## src/core/amc_map.vh

```
/*
 * Address, field positions, reset value and mode codes of the analog
 * monitor configuration register.
 * Assumes inclusion by bare name from core design files.
 */
`ifndef AMC_MAP_VH
`define AMC_MAP_VH

`define AMC_ADDR_W          24
`define AMC_CFG_ADDR        24'h00FD42
`define AMC_CFG_RESET       8'h00
`define AMC_CFG_WMASK       8'h3B

`define AMC_MODE_LSB        0
`define AMC_MODE_MSB        1
`define AMC_MDONE_IEN_BIT   3
`define AMC_THR_IEN_BIT     4
`define AMC_THR_POL_BIT     5

`define AMC_MODE_OFF        2'h0
`define AMC_MODE_LEVEL      2'h1
`define AMC_MODE_CMP_BURST  2'h2
`define AMC_MODE_LOWPWR     2'h3

`endif

```

## src/core/amc_config.v

```verilog
/*
 * Configuration register of the analog monitor: mode select with
 * start-qualified activation, interrupt enables, threshold polarity.
 * Assumes a synchronous peripheral bus with single-cycle read and write
 * strobes, and that the control/status register outside supplies the
 * start pulse and the event flag levels.
 */
`timescale 1ns/1ns
`default_nettype none
`include "amc_map.vh"

// Notes on behaviour
// - reset clears all eight configuration bits to zero
// - mode comes from bits 1..0; zero keeps the monitor disabled
// - mode 01 runs one level-measurement burst over all eight inputs
// - mode 10 runs one threshold-comparison burst over all eight inputs
// - mode 11 compares inputs to threshold periodically, low power
// - periodic comparison stops only when another mode is started
// - written mode takes effect only on a start write
// - bit 3 lets the measure-done flag raise the interrupt
// - bit 4 lets the threshold-crossed flag raise the interrupt
// - bit 5 chooses below (0) or above (1) as threshold event
// - start with a new mode clears all flags and begins it; same mode ignored
// - clearing the causing flag drops the interrupt request
module amc_config (
	input  wire                   clk_i,                   // core clock
	input  wire                   rst_i,                   // sync reset
	input  wire [`AMC_ADDR_W-1:0] bus_addr_i,              // byte address
	input  wire                   bus_wr_i,                // write strobe
	input  wire                   bus_rd_i,                // read strobe
	input  wire [7:0]             bus_wdata_i,             // write data
	output reg  [7:0]             bus_rdata_o,             // read data
	input  wire                   start_i,                 // start write
	input  wire                   measure_done_flag_i,     // flag level
	input  wire                   threshold_crossed_flag_i,// flag level
	input  wire                   any_above_i,             // a channel over
	input  wire                   any_below_i,             // a channel under
	output reg  [1:0]             active_mode_o,           // mode in use
	output reg                    flags_clear_o,           // clear pulse
	output reg                    level_burst_o,           // burst pulse
	output reg                    compare_burst_o,         // burst pulse
	output reg                    lowpwr_run_o,            // periodic level
	output reg                    threshold_set_o,         // sets flag
	output reg                    irq_o                    // interrupt
);

	// one-hot record of the mode in use
	localparam [3:0] ST_OFF    = 4'h1;
	localparam [3:0] ST_LEVEL  = 4'h2;
	localparam [3:0] ST_CMP    = 4'h4;
	localparam [3:0] ST_LOWPWR = 4'h8;
	localparam [7:0] CFG_RESET = `AMC_CFG_RESET;
	localparam [7:0] CFG_WMASK = `AMC_CFG_WMASK;

	// storage and field views
	reg  [7:0] monitor_configuration;
	wire [7:0] next_monitor_configuration;
	wire [1:0] monitor_mode_select;
	wire       measure_done_irq_enable;
	wire       threshold_event_irq_enable;
	wire       threshold_polarity_select;

	// bus decode
	wire       cfg_hit;
	wire       cfg_wr;
	wire       cfg_rd;
	wire [7:0] next_bus_rdata;

	// mode sequencing
	reg  [3:0] mode_state;
	reg  [3:0] next_mode_state;
	reg  [3:0] target_state;
	reg  [1:0] next_active_mode;
	wire       mode_change;
	wire       next_level_burst;
	wire       next_compare_burst;
	wire       next_lowpwr_run;

	// event and interrupt paths
	wire       measure_done_req;
	wire       threshold_req;
	wire       selected_crossing;
	wire       next_irq;
	wire       next_threshold_set;

	assign cfg_hit = (bus_addr_i == `AMC_CFG_ADDR);
	assign cfg_wr  = bus_wr_i && cfg_hit;
	assign cfg_rd  = bus_rd_i && cfg_hit;

	// per-bit next value; reserved bits never take a written one
	genvar b;
	generate
		for (b = 0; b < 8; b = b + 1) begin : g_cfg_bit
			if (CFG_WMASK[b]) begin : g_used
				assign next_monitor_configuration[b] = cfg_wr
					? bus_wdata_i[b]
					: monitor_configuration[b];
			end else begin : g_reserved
				assign next_monitor_configuration[b] =
					CFG_RESET[b];
			end
		end
	endgenerate

	always @(posedge clk_i) begin
		if (rst_i) begin
			monitor_configuration <= CFG_RESET;
		end else begin
			monitor_configuration <= next_monitor_configuration;
		end
	end

	// reserved bits masked again on the way out
	assign next_bus_rdata = cfg_rd
		? (monitor_configuration & CFG_WMASK)
		: 8'h00;

	always @(posedge clk_i) begin
		if (rst_i) begin
			bus_rdata_o <= 8'h00;
		end else begin
			bus_rdata_o <= next_bus_rdata;
		end
	end

	assign monitor_mode_select =
		monitor_configuration[`AMC_MODE_MSB:`AMC_MODE_LSB];
	assign measure_done_irq_enable =
		monitor_configuration[`AMC_MDONE_IEN_BIT];
	assign threshold_event_irq_enable =
		monitor_configuration[`AMC_THR_IEN_BIT];
	assign threshold_polarity_select =
		monitor_configuration[`AMC_THR_POL_BIT];

	// state that the written mode field asks for
	always @* begin
		target_state = ST_OFF;
		case (monitor_mode_select)
			`AMC_MODE_OFF: begin
				target_state = ST_OFF;
			end
			`AMC_MODE_LEVEL: begin
				target_state = ST_LEVEL;
			end
			`AMC_MODE_CMP_BURST: begin
				target_state = ST_CMP;
			end
			`AMC_MODE_LOWPWR: begin
				target_state = ST_LOWPWR;
			end
			default: begin
				target_state = ST_OFF;
			end
		endcase
	end

	// start only matters when it changes the mode in use
	assign mode_change = start_i
		&& (target_state != mode_state);

	// without an accepted start the mode in use holds
	always @* begin
		next_mode_state = mode_state;
		if (mode_change) begin
			next_mode_state = target_state;
		end else begin
			next_mode_state = mode_state;
		end
	end

	// field code reported for the mode in use
	always @* begin
		next_active_mode = `AMC_MODE_OFF;
		case (next_mode_state)
			ST_OFF: begin
				next_active_mode = `AMC_MODE_OFF;
			end
			ST_LEVEL: begin
				next_active_mode = `AMC_MODE_LEVEL;
			end
			ST_CMP: begin
				next_active_mode = `AMC_MODE_CMP_BURST;
			end
			ST_LOWPWR: begin
				next_active_mode = `AMC_MODE_LOWPWR;
			end
			default: begin
				next_active_mode = `AMC_MODE_OFF;
			end
		endcase
	end

	// bursts start once per accepted start
	assign next_level_burst =
		mode_change && (target_state == ST_LEVEL);
	assign next_compare_burst =
		mode_change && (target_state == ST_CMP);
	// periodic run holds until another mode starts
	assign next_lowpwr_run =
		(next_mode_state == ST_LOWPWR);

	always @(posedge clk_i) begin
		if (rst_i) begin
			mode_state <= ST_OFF;
		end else begin
			mode_state <= next_mode_state;
		end
	end

	always @(posedge clk_i) begin
		if (rst_i) begin
			active_mode_o <= `AMC_MODE_OFF;
		end else begin
			active_mode_o <= next_active_mode;
		end
	end

	always @(posedge clk_i) begin
		if (rst_i) begin
			flags_clear_o <= 1'h0;
		end else begin
			flags_clear_o <= mode_change;
		end
	end

	always @(posedge clk_i) begin
		if (rst_i) begin
			level_burst_o <= 1'h0;
		end else begin
			level_burst_o <= next_level_burst;
		end
	end

	always @(posedge clk_i) begin
		if (rst_i) begin
			compare_burst_o <= 1'h0;
		end else begin
			compare_burst_o <= next_compare_burst;
		end
	end

	always @(posedge clk_i) begin
		if (rst_i) begin
			lowpwr_run_o <= 1'h0;
		end else begin
			lowpwr_run_o <= next_lowpwr_run;
		end
	end

	// compare-done flag deliberately left out of the request
	assign measure_done_req =
		measure_done_flag_i && measure_done_irq_enable;
	assign threshold_req =
		threshold_crossed_flag_i && threshold_event_irq_enable;
	assign next_irq = measure_done_req || threshold_req;

	// polarity picks which comparator summary sets the flag
	assign selected_crossing = threshold_polarity_select
		? any_above_i
		: any_below_i;
	// no set in the cycle whose start clears the flags
	assign next_threshold_set = lowpwr_run_o
		&& selected_crossing
		&& !mode_change;

	always @(posedge clk_i) begin
		if (rst_i) begin
			threshold_set_o <= 1'h0;
		end else begin
			threshold_set_o <= next_threshold_set;
		end
	end

	// request follows the flags; a cleared flag drops it
	always @(posedge clk_i) begin
		if (rst_i) begin
			irq_o <= 1'h0;
		end else begin
			irq_o <= next_irq;
		end
	end

endmodule
`default_nettype wire

```

## config.mk

```make
export PLATFORM = sky130hd
export DESIGN_NAME = amc_config
export DESIGN_NICKNAME = d
export VERILOG_FILES = /design/src/core/amc_config.v
export VERILOG_INCLUDE_DIRS = /design/src /design/src/core
export SDC_FILE = /design/constraint.sdc
export NUM_CORES = 1
export LEC_CHECK = 0
export ABC_CLOCK_PERIOD_IN_PS = 2100
export BUFFER_PORTS_ARGS = -buffer_cell sky130_fd_sc_hd__clkbuf_2
export CORE_MARGIN = 5
export CORE_UTILIZATION = 40
export DETAILED_ROUTE_END_ITERATION = 12
export HOLD_SLACK_MARGIN = 0.1
export PLACE_DENSITY = 0.74
export SLEW_MARGIN = 20
export SYNTH_ARGS = -nofsm -noshare
export SYNTH_HDL_FRONTEND = slang
export SYNTH_SLANG_ARGS = --single-unit
```

## constraint.sdc

```tcl
create_clock -name clk_i -period 2.1 [get_ports clk_i]
set_input_delay 0.315 -clock clk_i [delete_from_list [all_inputs] [get_ports clk_i]]
set_output_delay 0.315 -clock clk_i [all_outputs]
set_load 0.01 [all_outputs]
```

==> flow_summary.json <==
{
  "outcome": "finished clean",
  "fin_ws_ns": 0.2456,
  "synth_seq_cells": 22,
  "nets": 196,
  "antenna_found_initial": 0,
  "htree_levels": 1,
  "clock_skew_ns": 0.004677,
  "die_w_um": 59.52,
  "start_util_pct": 40.71,
  "yosys.cell_types.count": 36,
  "drcViolationCount": 0,
  "grt_pass1_vias": 892,
  "placed_cell_area_sq_um": 1237,
  "crit_arrival_ns": 2.08,
  "cts_root_buf": "clkbuf_4",
  "path_clk_slew_ns": 0.11,
  "grt_remaining_overflow": 0,
  "dr.pass1.iters": 3,
  "ctsResizeCount": 0,
  "die-area_sq_um": 3543,
  "area_growth_syn_to_layout_pct": 28.44,
  "grt_usage_pct": 13.22,
  "gp_congestion": 0.8643,
  "cp_num_buf_inv": 0,
  "cts_setup_buffers": 0,
  "fp-row-count": 18,
  "cp_top_family": "simple AND/OR/NAND/NOR gates",
  "maxCapViolCount": 0,
  "post-place-ws_ns": 0.2591,
  "holdBufCountCts": 0,
  "final_area_sq_um": 1260,
  "netlist_area_sq_um": 980.9,
  "core_sq_um": 2410,
  "grt_pass1_wl_mm": 3.636,
  "fin_crit_sh_pct": 88.30,
  "die_h_um": 59.52,
  "clockBufferDepth": 2,
  "drv_slew": 0,
  "grt_max_degree": 13,
  "diodes": 0,
  "period_needed_ns": 1.854,
  "p_leak_nw": 0.5694,
  "worst_pin_slew_ns": 0.6449,
  "dp_hpwl_mm": 1.837,
  "rsz0062_at_grt": "false",
  "slew_headroom_pct": 56.75,
  "powerDensity_nw_per_um2": 518.8,
  "port_buffers": 50,
  "cp_max_fo": 12,
  "num_vias": 894,
  "hp-class": "in2reg",
  "syn_area_per_cell_sq_um": 9.342,
  "crit_required_ns": 2.33,
  "critPathMaxStageDelay_ns": 0.43,
  "setup.worst_path.end_class": "flip-flop",
  "vias_per_cell": 4.885,
  "wl_per_cell_um": 11.99,
  "irDropWorstVdd_mv": 0.3137,
  "setup_viol": 0,
  "cts_tree": "done",
  "cp_slowest_cell": "dfxtp_1",
  "timing.fmax_mhz": 539.3,
  "ios": 57,
  "start_kind": "flip-flop",
  "syn_inst": 105,
  "cts-buffers-inserted": 3,
  "setup_tns_ns": 0,
  "drive_gt1_share_pct": 37.25,
  "dr.first_iter.drc_count": 11,
  "hold_viol_final": 0,
  "ant_nets": 0,
  "insertion_delay_ns": 0.29,
  "cts.sinks": 22,
  "routed_wl_mm": 2.195,
  "path_class": "reg2reg",
  "path_cells": "or3b_1 -> a2111oi_1 -> or3_1 -> mux2i_1",
  "yosys_warnings": 0,
  "ys_seq_area_share_pct": 44.90,
  "whs_ns": 0.2473
}
[synth_stat cells, drive strengths merged]
master / count / area (sq um)
nand2: 15 / 56.30
buf: 5 / 35.03
a2111oi: 2 / 37.54
inv: 5 / 18.77
or3: 1 / 6.260
and2: 5 / 31.28
nor4: 2 / 12.51
a211oi: 1 / 7.510
mux2: 1 / 11.26
conb: 1 / 3.750
dfxtp: 22 / 440.4
nor4b: 3 / 26.28
nor2b: 1 / 6.260
o211ai: 1 / 7.510
nand4b: 1 / 8.760
nand4: 2 / 12.51
a21oi: 3 / 15.01
xnor2: 2 / 17.52
nor4bb: 1 / 10.01
or4: 1 / 7.510
nor2: 6 / 22.52
a22oi: 1 / 7.510
nand3b: 2 / 15.01
clkbuf: 3 / 11.26
and4b: 1 / 10.01
nor3: 2 / 15.01
o21ai: 2 / 10.01
o31ai: 2 / 15.01
or3b: 2 / 17.52
and4: 1 / 8.760
nor3b: 1 / 7.510
mux2i: 6 / 60.06
and3b: 1 / 8.760
[stage by stage]
step | utilization (%) | instances | power, mW
floorplan | - | 107 | 0.4565
global placement | 51.35 | 180 | 0.4863
detailed placement | 51.35 | 180 | 0.4885
CTS | 52.28 | 183 | 0.6607
global route | 52.28 | 183 | 0.6891
finish | 52.28 | 183 | 0.6537
[placed cells by master, fill, tap and decap left out, drive strengths merged, types with 2 or more instances in the layout]
cell     instances
nand4            2
nor4b            3
o31ai            2
nor4             2
mux2i            6
nand2           15
nor2             6
or3b             2
and2             5
conb             3
a21oi            3
nand3b           2
a2111oi          2
inv              5
xnor2            2
o21ai            2
nor3             2
clkbuf          53
dfxtp           22
[registers in the layout, summed over array words and instances (netlist names)]
name,count
level_burst_o,1
compare_burst_o,1
irq_o,1
monitor_configuration,5
flags_clear_o,1
mode_state,4
lowpwr_run_o,1
bus_rdata_o,5
active_mode_o,2
threshold_set_o,1
[path summary, 6_finish.rpt]
path,startpoint,cells past startpoint,to,slack (ns)
worst max-delay path,monitor_configuration[0],4,active_mode_o[0],0.25
worst min-delay path,bus_wdata_i[0],3,monitor_configuration[0],0.25
worst max register to register,monitor_configuration[0],4,active_mode_o[0],0.25
worst min register to register,monitor_configuration[4],2,monitor_configuration[4],0.47
[per-layer routing]
metal  up-vias  share of wire (%)  track usage (%)
met4         0                2.0            4.747
met5         -                  0                0
li1        459                  -                -
met2        21                 57            27.15
met3         4                5.8            1.743
met1       410                 36            13.01
[kinds of logic after synthesis]
| logic type | after synthesis | synth area share (%) |
|---|---|---|
| XOR/XNOR | 2 | 1.786 |
| AO/OA/AOI/OAI | 12 | 10.20 |
| other | 1 | 0.3823 |
| multiplexers | 7 | 7.271 |
| flip-flops | 22 | 44.90 |
| buffers and inverters | 13 | 6.632 |
| AND/OR/NAND/NOR | 48 | 28.83 |
[cell type report]
class | instances | area [sq um]
Fill cell | 224 | 1150
Tap cell | 30 | 37.54
Inverter | 5 | 18.77
Multi-Input combinational cell | 72 | 483.0
Clock buffer | 3 | 22.52
Timing Repair Buffer | 51 | 257.7
Sequential cell | 22 | 440.4
[worst reg2reg max path, cell delays in order, from the launching register on]
cell and delay (ns):
dfxtp_1 0.43, or3b_1 0.41, a2111oi_1 0.42, or3_1 0.32, mux2i_1 0.22
[report_power, final]
group / switching (mW) / internal, mW
Combinational: 0.0264 / 0.0328
Clock: 0.108 / 0.0667
Sequential: 0.00128 / 0.418
No activity file was read; power rests on OpenSTA's default activity.
